<file path="config.mk">
export PLATFORM = sky130hd
export DESIGN_NAME = misr_status_one
export DESIGN_NICKNAME = d
export VERILOG_FILES = /design/src/misr_pkg.sv /design/src/misr_limit_check.sv /design/src/misr_summary_sync.sv /design/src/misr_status_one.sv
export SDC_FILE = /design/constraint.sdc
export NUM_CORES = 1
export LEC_CHECK = 0
export BUFFER_PORTS_ARGS = -buffer_cell sky130_fd_sc_hd__buf_4
export CORE_UTILIZATION = 45
export DETAILED_ROUTE_END_ITERATION = 10
export PLACE_DENSITY = 0.9
export SETUP_SLACK_MARGIN = 0.05
export SKIP_LAST_GASP = 1
export SYNTH_ARGS = -nofsm -noshare
export SYNTH_HDL_FRONTEND = slang
export SYNTH_SLANG_ARGS = --single-unit
</file>
<file path="constraint.sdc">
create_clock -name clk_i -period 1.67 [get_ports clk_i]
set_input_delay 0.0835 -clock clk_i [delete_from_list [all_inputs] [get_ports clk_i]]
set_output_delay 0.0835 -clock clk_i [all_outputs]
set_load 0.1 [all_outputs]
</file>
<file path="src/misr_pkg.sv">
// Constants for the first interrupt status register of the monitor
package misr_pkg;
	localparam logic [7:0] MISR_STATUS_ONE_ADDR  = 8'h41;
	localparam logic [7:0] MISR_VOLT_ENABLE_ADDR = 8'h7e;
	localparam logic [7:0] MISR_TEMP_ENABLE_ADDR = 8'h82;
	localparam logic [7:0] MISR_STATUS_RESET     = 8'h00;
	localparam int         MISR_NUM_CHANNELS     = 7;
	localparam int         MISR_NUM_VOLT         = 4;
	localparam int         MISR_SUMMARY_BIT      = 7;
	localparam int         MISR_READING_W        = 8;
	localparam int         MISR_TEMP_EN_LSB      = 4;
endpackage : misr_pkg

</file>
<file path="src/misr_limit_check.sv">
// Out-of-limit comparator for one monitored reading
`timescale 1ns/10ps
module misr_limit_check
	import misr_pkg::*;
(
	input  wire logic [MISR_READING_W-1:0] reading_i,
	input  wire logic [MISR_READING_W-1:0] low_limit_i,
	input  wire logic [MISR_READING_W-1:0] high_limit_i,
	output logic                           violate_o
);
	// At or below low, strictly above high
	assign violate_o = (reading_i <= low_limit_i) || (reading_i > high_limit_i);
endmodule : misr_limit_check

</file>
<file path="src/misr_summary_sync.sv">
// Two-stage synchroniser for the second-register summary level
`timescale 1ns/10ps
module misr_summary_sync
	import misr_pkg::*;
(
	input  wire logic clk_i,
	input  wire logic reset_n_i,
	input  wire logic level_i,
	output logic      level_o
);
	logic meta_ff;
	logic sync_ff;

	always_ff @(posedge clk_i or negedge reset_n_i) begin
		if (!reset_n_i) begin
			meta_ff <= 1'b0;
			sync_ff <= 1'b0;
		end else begin
			meta_ff <= level_i;
			sync_ff <= meta_ff;
		end
	end

	assign level_o = sync_ff;
endmodule : misr_summary_sync

</file>
<file path="src/misr_status_one.sv">
// Sticky status register one with clear-on-read and summary bit
`timescale 1ns/10ps
// Function
// Host read clears to zero bits whose event is gone; reset value 00h (here a read clears all bits 0-6, or none while any set one is still active)
// Host writes to the status register change nothing
// Bit sets when enabled and its measurement violates limits
// Set bits stay until host read or enable cleared
// Group and global interrupt enables do not affect status bits
// Bit 7 set whenever second status register has any bit set
// Bit 7 clears itself when second register holds nothing
// Host polls this register, reads the second only on bit 7
// Disabled bit never goes from 0 to 1
// Disabled set bit clears at next update of its reading
// Readings update only while monitoring runs; disabled bit waits
// Bits 0-3 flag 2.5V, core, main, 5V; low inclusive, high strict
// Bits 4-6 flag diode one, internal, diode two; same compare
// Temperature enables from register 82h, voltage enables from 7Eh
// No measurement and no setting while monitoring is stopped
// Clear applies after read data captured; same-cycle event not lost
module misr_status_one
	import misr_pkg::*;
(
	input  wire logic                           clk_i,
	input  wire logic                           reset_n_i,
	input  wire logic                           reg_rd_i,
	input  wire logic                           reg_wr_i,
	input  wire logic [7:0]                     reg_addr_i,
	input  wire logic [7:0]                     reg_wdata_i,
	input  wire logic                           start_monitor_i,
	input  wire logic [MISR_NUM_CHANNELS-1:0]   reading_update_i,
	input  wire logic [MISR_READING_W-1:0]      two_half_volt_rd_i,
	input  wire logic [MISR_READING_W-1:0]      core_volt_rd_i,
	input  wire logic [MISR_READING_W-1:0]      main_volt_rd_i,
	input  wire logic [MISR_READING_W-1:0]      five_volt_rd_i,
	input  wire logic [MISR_READING_W-1:0]      remote_one_rd_i,
	input  wire logic [MISR_READING_W-1:0]      internal_rd_i,
	input  wire logic [MISR_READING_W-1:0]      remote_two_rd_i,
	input  wire logic [MISR_READING_W-1:0]      two_half_volt_limit_lo_i,
	input  wire logic [MISR_READING_W-1:0]      two_half_volt_limit_hi_i,
	input  wire logic [MISR_READING_W-1:0]      core_volt_limit_lo_i,
	input  wire logic [MISR_READING_W-1:0]      core_volt_limit_hi_i,
	input  wire logic [MISR_READING_W-1:0]      main_volt_limit_lo_i,
	input  wire logic [MISR_READING_W-1:0]      main_volt_limit_hi_i,
	input  wire logic [MISR_READING_W-1:0]      five_volt_limit_lo_i,
	input  wire logic [MISR_READING_W-1:0]      five_volt_limit_hi_i,
	input  wire logic [MISR_READING_W-1:0]      remote_diode_one_limit_lo_i,
	input  wire logic [MISR_READING_W-1:0]      remote_diode_one_limit_hi_i,
	input  wire logic [MISR_READING_W-1:0]      internal_temp_limit_lo_i,
	input  wire logic [MISR_READING_W-1:0]      internal_temp_limit_hi_i,
	input  wire logic [MISR_READING_W-1:0]      remote_diode_two_limit_lo_i,
	input  wire logic [MISR_READING_W-1:0]      remote_diode_two_limit_hi_i,
	input  wire logic [7:0]                     volt_enable_i,
	input  wire logic [7:0]                     temp_enable_i,
	input  wire logic                           second_status_summary_i,
	output logic [7:0]                          reg_rdata_o,
	output logic [7:0]                          status_o
);
	logic [MISR_NUM_CHANNELS-1:0] status_ff;
	logic [MISR_NUM_CHANNELS-1:0] nxt_status;
	logic [7:0]                   rdata_ff;
	logic [7:0]                   nxt_rdata;
	logic [7:0]                   status_out_ff;
	logic                         summary_sync;
	logic [MISR_NUM_CHANNELS-1:0] enable;
	logic [MISR_NUM_CHANNELS-1:0] violate;
	logic [MISR_NUM_CHANNELS-1:0] event_set;
	logic [MISR_NUM_CHANNELS-1:0] active;
	logic [MISR_NUM_CHANNELS-1:0] disable_clr;
	logic [MISR_READING_W-1:0]    rd_vec [MISR_NUM_CHANNELS];
	logic [MISR_READING_W-1:0]    lo_vec [MISR_NUM_CHANNELS];
	logic [MISR_READING_W-1:0]    hi_vec [MISR_NUM_CHANNELS];
	logic                         status_read;
	logic                         any_active;

	// Channel order follows the bit order of the register
	assign rd_vec[0] = two_half_volt_rd_i;
	assign rd_vec[1] = core_volt_rd_i;
	assign rd_vec[2] = main_volt_rd_i;
	assign rd_vec[3] = five_volt_rd_i;
	assign rd_vec[4] = remote_one_rd_i;
	assign rd_vec[5] = internal_rd_i;
	assign rd_vec[6] = remote_two_rd_i;
	assign lo_vec[0] = two_half_volt_limit_lo_i;
	assign lo_vec[1] = core_volt_limit_lo_i;
	assign lo_vec[2] = main_volt_limit_lo_i;
	assign lo_vec[3] = five_volt_limit_lo_i;
	assign lo_vec[4] = remote_diode_one_limit_lo_i;
	assign lo_vec[5] = internal_temp_limit_lo_i;
	assign lo_vec[6] = remote_diode_two_limit_lo_i;
	assign hi_vec[0] = two_half_volt_limit_hi_i;
	assign hi_vec[1] = core_volt_limit_hi_i;
	assign hi_vec[2] = main_volt_limit_hi_i;
	assign hi_vec[3] = five_volt_limit_hi_i;
	assign hi_vec[4] = remote_diode_one_limit_hi_i;
	assign hi_vec[5] = internal_temp_limit_hi_i;
	assign hi_vec[6] = remote_diode_two_limit_hi_i;

	// Individual enables only; group and global enables never reach here
	assign enable = {temp_enable_i[MISR_TEMP_EN_LSB-1 -:
	                 (MISR_NUM_CHANNELS-MISR_NUM_VOLT)],
	                 volt_enable_i[MISR_NUM_VOLT-1:0]};

	genvar g;
	generate
		for (g = 0; g < MISR_NUM_CHANNELS; g++) begin : g_chan
			misr_limit_check u_chk (
				.reading_i    (rd_vec[g]),
				.low_limit_i  (lo_vec[g]),
				.high_limit_i (hi_vec[g]),
				.violate_o    (violate[g])
			);
			// Evaluated only on a fresh reading while monitoring runs
			assign event_set[g] = start_monitor_i && reading_update_i[g]
			                      && enable[g] && violate[g];
			// Condition still present keeps the bit through a read
			assign active[g] = enable[g] && violate[g]
			                   && start_monitor_i;
			assign disable_clr[g] = start_monitor_i && reading_update_i[g]
			                        && !enable[g];
		end
	endgenerate

	misr_summary_sync u_sum (
		.clk_i     (clk_i),
		.reset_n_i (reset_n_i),
		.level_i   (second_status_summary_i),
		.level_o   (summary_sync)
	);

	assign status_read = reg_rd_i && (reg_addr_i == MISR_STATUS_ONE_ADDR);
	assign any_active = |(active & status_ff);

	// Writes are not decoded at all, so the register cannot be written

	always_comb begin
		nxt_status = status_ff;
		if (status_read && !any_active) begin
			nxt_status = '0;
		end
		nxt_status = nxt_status & ~disable_clr;
		nxt_status = nxt_status | event_set;
	end

	// Summary tracks the second register, never sticky here
	// Host gets the byte status_o showed, so bit 7 cannot skew
	assign nxt_rdata = status_read ? status_out_ff : rdata_ff;


	always_ff @(posedge clk_i or negedge reset_n_i) begin
		if (!reset_n_i) begin
			status_ff     <= MISR_STATUS_RESET[MISR_NUM_CHANNELS-1:0];
			rdata_ff      <= MISR_STATUS_RESET;
			status_out_ff <= MISR_STATUS_RESET;
		end else begin
			status_ff     <= nxt_status;
			rdata_ff      <= nxt_rdata;
			status_out_ff <= {summary_sync, nxt_status};
		end
	end

	assign reg_rdata_o = rdata_ff;
	assign status_o    = status_out_ff;
endmodule : misr_status_one

</file>
==> results of run 1 <==
-- cell families (layout without fill, tap and decap cells) --
logic type      after synthesis  in the layout  synth area share
flops                        18             18            0.1206
buf+inv                     114            348            0.1170
fa+ha+maj                   112            112            0.3753
compound gates              120            120            0.2192
simple gates                103            103            0.1438
mux                           8              8           0.02413
-- through the flow --
stage	setup WS (ps)	total power [uW]	instance area, um^2
2_1_floorplan	-120.3	1429	3824
3_3_place_gp	-474.7	2052	5667
3_5_place_dp	-553.6	2131	5667
4_1_cts	-184.5	2484	5836
5_1_grt	-258.9	2676	5869
6_report	-158.1	2500	5869
-- layout by cell type, fill, tap and decap left out, drive strengths merged, types with 4 or more instances in the layout --
cell	instances
a2111oi	5
ha	112
a31oi	4
nor2	20
a21oi	50
dfrtp	18
o211ai	17
nand2	30
buf	232
o21ai	22
a21o	4
inv	110
nand3	8
mux2	8
nand4	25
nor2b	11
clkbuf	4
a41oi	5
-- worst min-delay path, delay by kind of cell --
| family | cells | cell delay [ps] |
|---|---|---|
| AO/OA/AOI/OAI | 2 | 130 |
| buffers and inverters | 1 | 80 |
-- what timing repair did --
action                                  CTS  global route
endpoints found under the setup margin    7             7
hold buffers                              2             0
pin swaps                                12             4
setup buffers                             1             1
gates resized for setup                  17             5
hold endpoints to repair                 19             0
-- registers in the layout, indices dropped and copies added (netlist names) --
register	cells
u_sum.level_o	1
status_ff	6
u_sum.meta_ff	1
reg_rdata_o	8
status_o	2
-- routing by layer --
layer	vias to the layer above	GRT usage
li1	2145	-
met1	1965	0.2618
met2	178	0.5202
met3	46	0.04390
met4	0	0.1154
met5	-	0
-- how the worst max path moves through the flow --
| stage | from | depth (start not counted) | slack, ps | end |
|---|---|---|---|---|
| 5_1_grt | internal_temp_limit_hi_i[1] | 12 | -260 | status_o[6] |
| 3_5_place_dp | core_volt_rd_i[1] | 11 | -550 | status_o[6] |
| 6_report | internal_temp_limit_hi_i[1] | 12 | -160 | status_o[6] |
| 4_1_cts | internal_temp_limit_hi_i[1] | 12 | -180 | status_ff[3] |
| 3_3_place_gp | main_volt_limit_hi_i[1] | 12 | -470 | status_ff[2] |
| 2_1_floorplan | main_volt_limit_hi_i[1] | 11 | -120 | status_ff[0] |
-- layout make-up --
| cell class | count | share of cell area |
|---|---|---|
| Timing Repair Buffer | 234 | 0.3061 |
| Multi-Input combinational cell | 343 | 0.5140 |
| Sequential cell | 18 | 0.07760 |
| Inverter | 110 | 0.07291 |
| Clock buffer | 4 | 0.007674 |
| Tap cell | 102 | 0.02174 |
-- where the power goes --
group,internal (uW),total (uW),switching (uW)
clock,169,308,139
sequential,477,514,36.5
combinational,789,1680,889
==> out/qor.yml, run 1 <==
timing:
  fin_skew_ps: 3.699
  maxSlewViolCount: 0
  worst_slew_pin_slew_ps: 355.5
  fin_hold_ws_ps: 86.96
  setup_violations: 7
  final_hold_viol_count: 0
  fin_setup_tns_ps: -1052
  rsz0062_at_grt: "true"
  slew-limit-headroom: 0.7597
  fmax_mhz: 547.0
  fin_crit_sh: 1.095
  fin_crit_ps: 1828
  setup_ws_ps: -158.1
yosys:
  synth.avg_cell_area_um2: 7.860
  ys_seq_elements: 18
  yosysMostFrequentCell: "ha_1"
  ys.flop_type: "dfrtp_1"
  ys_seq_area_frac: 0.1206
  synth_area_leaders: "ha_1, dfrtp_1, inv_1, a21oi_1, nand4_1"
  synthCells: 475
  synthesis.area_mm2: 0.003734
  ys_types: 40
  synth_edf_count: 0
  yosys.area.top_type: "ha_1"
  async_flop_share: 1.000
  synth_top_area_frac: 0.3753
  yosys_warnings: 0
  synth_top_cells_by_count: "ha_1, inv_1, a21oi_1"
  synth_nets: 800
route:
  top_layer_used: "met4"
  vias: 4334
  drtAntennaViolNets: 0
  drcViolationCount: 0
  first_pass_iters: 5
  wl_met3_um: 757
  routedWlPerCell_um: 14.59
  wirelength_met1_um: 4395
  drt_iter0_markers: 55
  wl_um: 11830
  wl_met2_um: 6208
  vias_per_cell: 5.344
clock_tree:
  clockBufferDepth: 2
  cts_root_buf: "clkbuf_8"
  clk_pin_slew_ps: 60
  cts_tree: "built"
  htreeDepth: 1
  clk_latency_ps: 250
  cts_buffers: 3
  clock-sinks: 18
cells_and_area:
  postLayoutCoreUtil: 0.7441
  antenna_cells: 0
  drive_gt1_frac: 0.4034
  fin_cells: 811
  multiInputGateArea_mm2: 0.003017
  seqCellArea_um2: 455.4
  final_nets: 1035
  fill_cells: 598
  syn_to_final_growth_pct: 57.21
power_and_ir_drop:
  total_leakage_power_uw: 0.003236
  irDropWorstVdd_v: 0.0002454
  powerDensity_mw_per_mm2: 426.0
worst_setup_path:
  r2r_slack_ps: 110
  reg2reg_to: "status_o[6]"
  cp_top_family: "compound AO/OA/AOI/OAI gates"
  ff2ff_path_depth: 5
  start_kind: "primary input"
  path_buf_inv: 3
  slowest_stage: "a2111oi_4"
  r2r-start: "status_ff[5]"
  cp.arrival_ps: 1960
  critPathMaxStageDelay_ps: 320
  critical_path.cell_chain: "buf_6 > inv_4 > ha_4 > nor2b_4 > o211ai_2 > a21oi_2 > a2111oi_4 > o221ai_2 > a2111oi_4 > and4_4 > buf_6 > o21ai_2"
  crit_path_end_kind: "register"
  crit_type: "primary input to register"
  cp_max_fo: 3
  crit_required_ps: 1800
die:
  io-pin-count: 229
  die_area_mm2: 0.008665
  initial_core_util: 0.4734
  die_w_um: 93.09
  chipHeight_um: 93.09
  rows: 32
  core_mm2: 0.007888
run:
  drv_cap: 0
global_route:
  grt_max_degree: 21
  antenna_found_initial: 0
  overflow: 0
  grt_pass1_vias: 4421
  grt_usage: 0.2616
  grt_pass1_wl_um: 18450
placement:
  hpwl_um: 10460
  place.gp.congestion: 0.9087
  placed_cells: 803
  portBuffers: 210
outcome:
  status: "complete, but fails checks"
  violations: "negative setup slack"
hold_path:
  hold_end: "status_ff[3]"
  worstHoldStart: "reading_update_i[3]"
  holdPathStages: 3
  worst_hold_path_type: "primary input to register"
(Power assumes the default switching activity.)
==> run 2, diff against run 1 <==
==> constraint.sdc (replaced) <==
create_clock -name clk_i -period 1.67 [get_ports clk_i]
set_input_delay 0.501 -clock clk_i [delete_from_list [all_inputs] [get_ports clk_i]]
set_output_delay 0.501 -clock clk_i [all_outputs]
set_load 0.1 [all_outputs]
==> run 2 against run 1 <==
Compared with the run above:
- the flow still finishes with violations (negative setup slack)
- count of clock-buffer cells in the layout is the same
- clock skew shrank 2.6 ps
- routed wire length grew 4.8%
- sequential share of layout area shrank 0.24 points
- sequential power is essentially flat
- die area is the same
- combinational power is essentially flat
- final cell count grew 0.49%
- maximum frequency shrank 18%
- flip-flop and latch count is the same
==> out/qor.yml, run 2 (synthesis gave the netlist of run 1 again) <==
outcome:
  status: "complete, but fails checks"
  violations: "negative setup slack"
clock_tree:
  clockBufferDepth: 2  # unchanged
  clock-sinks: 18  # unchanged
  cts_tree: "built"
  htreeDepth: 1  # unchanged
  cts_buffers: 3  # unchanged
  hold_buffers: 0  # -2
  cts_root_buf: "clkbuf_8"
  clk_pin_slew_ps: 70  # about the same
  clk_latency_ps: 250  # about the same
global_route:
  antenna_found_initial: 0  # unchanged
  overflow: 0  # unchanged
  grt_pass1_wl_um: 19060  # +3.3%
  grt_max_degree: 21  # unchanged
  grt_usage: 0.2728  # +0.01121
  grt_pass1_vias: 4320  # -2.3%
cells_and_area:
  drive_gt1_frac: 0.4180  # +0.01457
  final_cell_mix: "buf_4, inv_1, ha_1"
  fill_cells: 586  # -2.0%
  final_common_cell: "buf_4"
  syn_to_final_growth_pct: 60.49
  final_nets: 1039  # +0.39%
  fin_area_mm2: 0.005992  # +2.1%
  antenna_cells: 0  # unchanged
  largest_reg_flops: 8  # unchanged
  fin_cells: 815  # +0.49%
  postLayoutCoreUtil: 0.7597  # +0.01555
timing:
  maxSlewViolCount: 0  # unchanged
  final_hold_viol_count: 0  # unchanged
  setup_ws_ps: -566.4  # -408.3 ps
  slew-limit-headroom: 0.7803  # +0.02064
  fin_skew_ps: 1.074  # -2.625 ps
  rsz0062_at_grt: "true"
  fin_crit_ps: 2236  # +408.3 ps
  worst_slew_pin_slew_ps: 328.9  # -26.59 ps
  fmax_mhz: 447.1  # -18%
  fin_crit_sh: 1.339  # +0.2445
  setup_violations: 7  # unchanged
power_and_ir_drop:
  total_leakage_power_uw: 0.003301  # +2.0%
  irDropWorstVdd_v: 0.0002943  # +20%
  powerDensity_mw_per_mm2: 431.4  # +1.3%
route:
  routedWlPerCell_um: 15.22  # +4.3%
  vias_per_cell: 5.371  # +0.50%
  wl_um: 12400  # +4.8%
  first_pass_iters: 4  # -1
  drcViolationCount: 0  # unchanged
  vias: 4377  # +0.99%
  drt_iter0_markers: 147  # +170%
  drtAntennaViolNets: 0  # unchanged
die:
  die_area_mm2: 0.008665  # unchanged
  initial_core_util: 0.4734  # unchanged
  core_mm2: 0.007888  # unchanged
  die_w_um: 93.09  # unchanged
  rows: 32  # unchanged
  io-pin-count: 229  # unchanged
  chipHeight_um: 93.09  # unchanged
placement:
  place_ws_ps: -924.9  # -371.3 ps
  placed_cells: 806  # +0.37%
  portBuffers: 210  # unchanged
  place.gp.congestion: 0.8501  # -6.4%
  placed_area_mm2: 0.005718  # +0.91%
  hpwl_um: 10320  # -1.4%
worst_setup_path:
  crit_required_ps: 1810  # about the same
  crit_path_end_kind: "register"
  slowest_stage: "a2111oi_2"
  crit_type: "primary input to register"
  start_kind: "primary input"
  cp_max_fo: 3  # unchanged
  cp.arrival_ps: 2370  # +410 ps
  worstSetupStartpoint: "main_volt_limit_hi_i[1]"
  critPathMaxStageDelay_ps: 350  # +30 ps
  critical_path.cell_chain: "buf_8 > inv_12 > ha_4 > nor2b_1 > o211ai_1 > a21oi_1 > o21bai_1 > a31oi_1 > a2111oi_2 > and4_4 > buf_6 > o31ai_2"
  r2r-start: "status_ff[5]"
run:
  drv_cap: 0  # unchanged
hold_path:
  worst_hold_path_type: "primary input to async pin"
==> run 2: metal layers <==
metal / wire, um / up-vias / track usage
met5: 0 / - / 0
met4: 306 / 0 / 0.06923
met3: 727 / 28 / 0.04715
met2: 6578 / 188 / 0.5435
met1: 4792 / 2004 / 0.2913
li1: - / 2157 / -
==> run 2: metrics by stage <==
step / total power, uW / hold slack (ps) / setup TNS [ps]
6_report: 2585 / 112.4 / -3867
3_3_place_gp: 2060 / 333.2 / -7720
4_1_cts: 2546 / 112.2 / -3760
5_1_grt: 2764 / 111.6 / -4460
3_5_place_dp: 2136 / 350.3 / -8147
2_1_floorplan: 1434 / 205.4 / -4510
==> run 2: worst max-delay path, delay by kind of cell <==
kind / cells / cell delay (ps)
AOI/OAI and AO/OA: 6 / 990
adders and majority gates: 1 / 220
buffers and inverters: 3 / 240
and+or+nand+nor: 2 / 430
==> run 2: worst paths after layout <==
check / to / depth (start not counted) / slack (ps)
max: status_ff[0] / 12 / -570
min: reg_rdata_o[7] / 1 / 110
max reg2reg: status_ff[0] / 5 / 110
min reg2reg: status_o[7] / 0 / 370
max in group asynchronous: status_ff[2] / 1 / 1350
min in group clk_i: u_sum.meta_ff / 1 / 350
==> run 2: timing repair <==
action | 4_1_cts | 5_1_grt
resized for setup | 25 | 15
buffers inserted | 2 | 2
endpoints found under the hold margin | 0 | 0
endpoints found under the setup margin | 10 | 15
cloned | 1 | 0
pin swaps | 14 | 10
==> run 2: layout make-up <==
type	instances	area, um^2	area share
clock buffers	4	55.05	0.009188
flip-flops and latches	18	450.4	0.07517
well taps	102	127.6	0.02130
inverters	110	430.4	0.07183
repair buffers	238	1864	0.3111
multi-input cells	343	3064	0.5114
==> run 2: power by group <==
group          leakage (uW)  switching [uW]  total [uW]  internal (uW)
logic               0.00306             903        1710            808
clock network     0.0000288             149         358            209
registers          0.000212            39.7         515            475
total               0.00330            1090        2580           1490
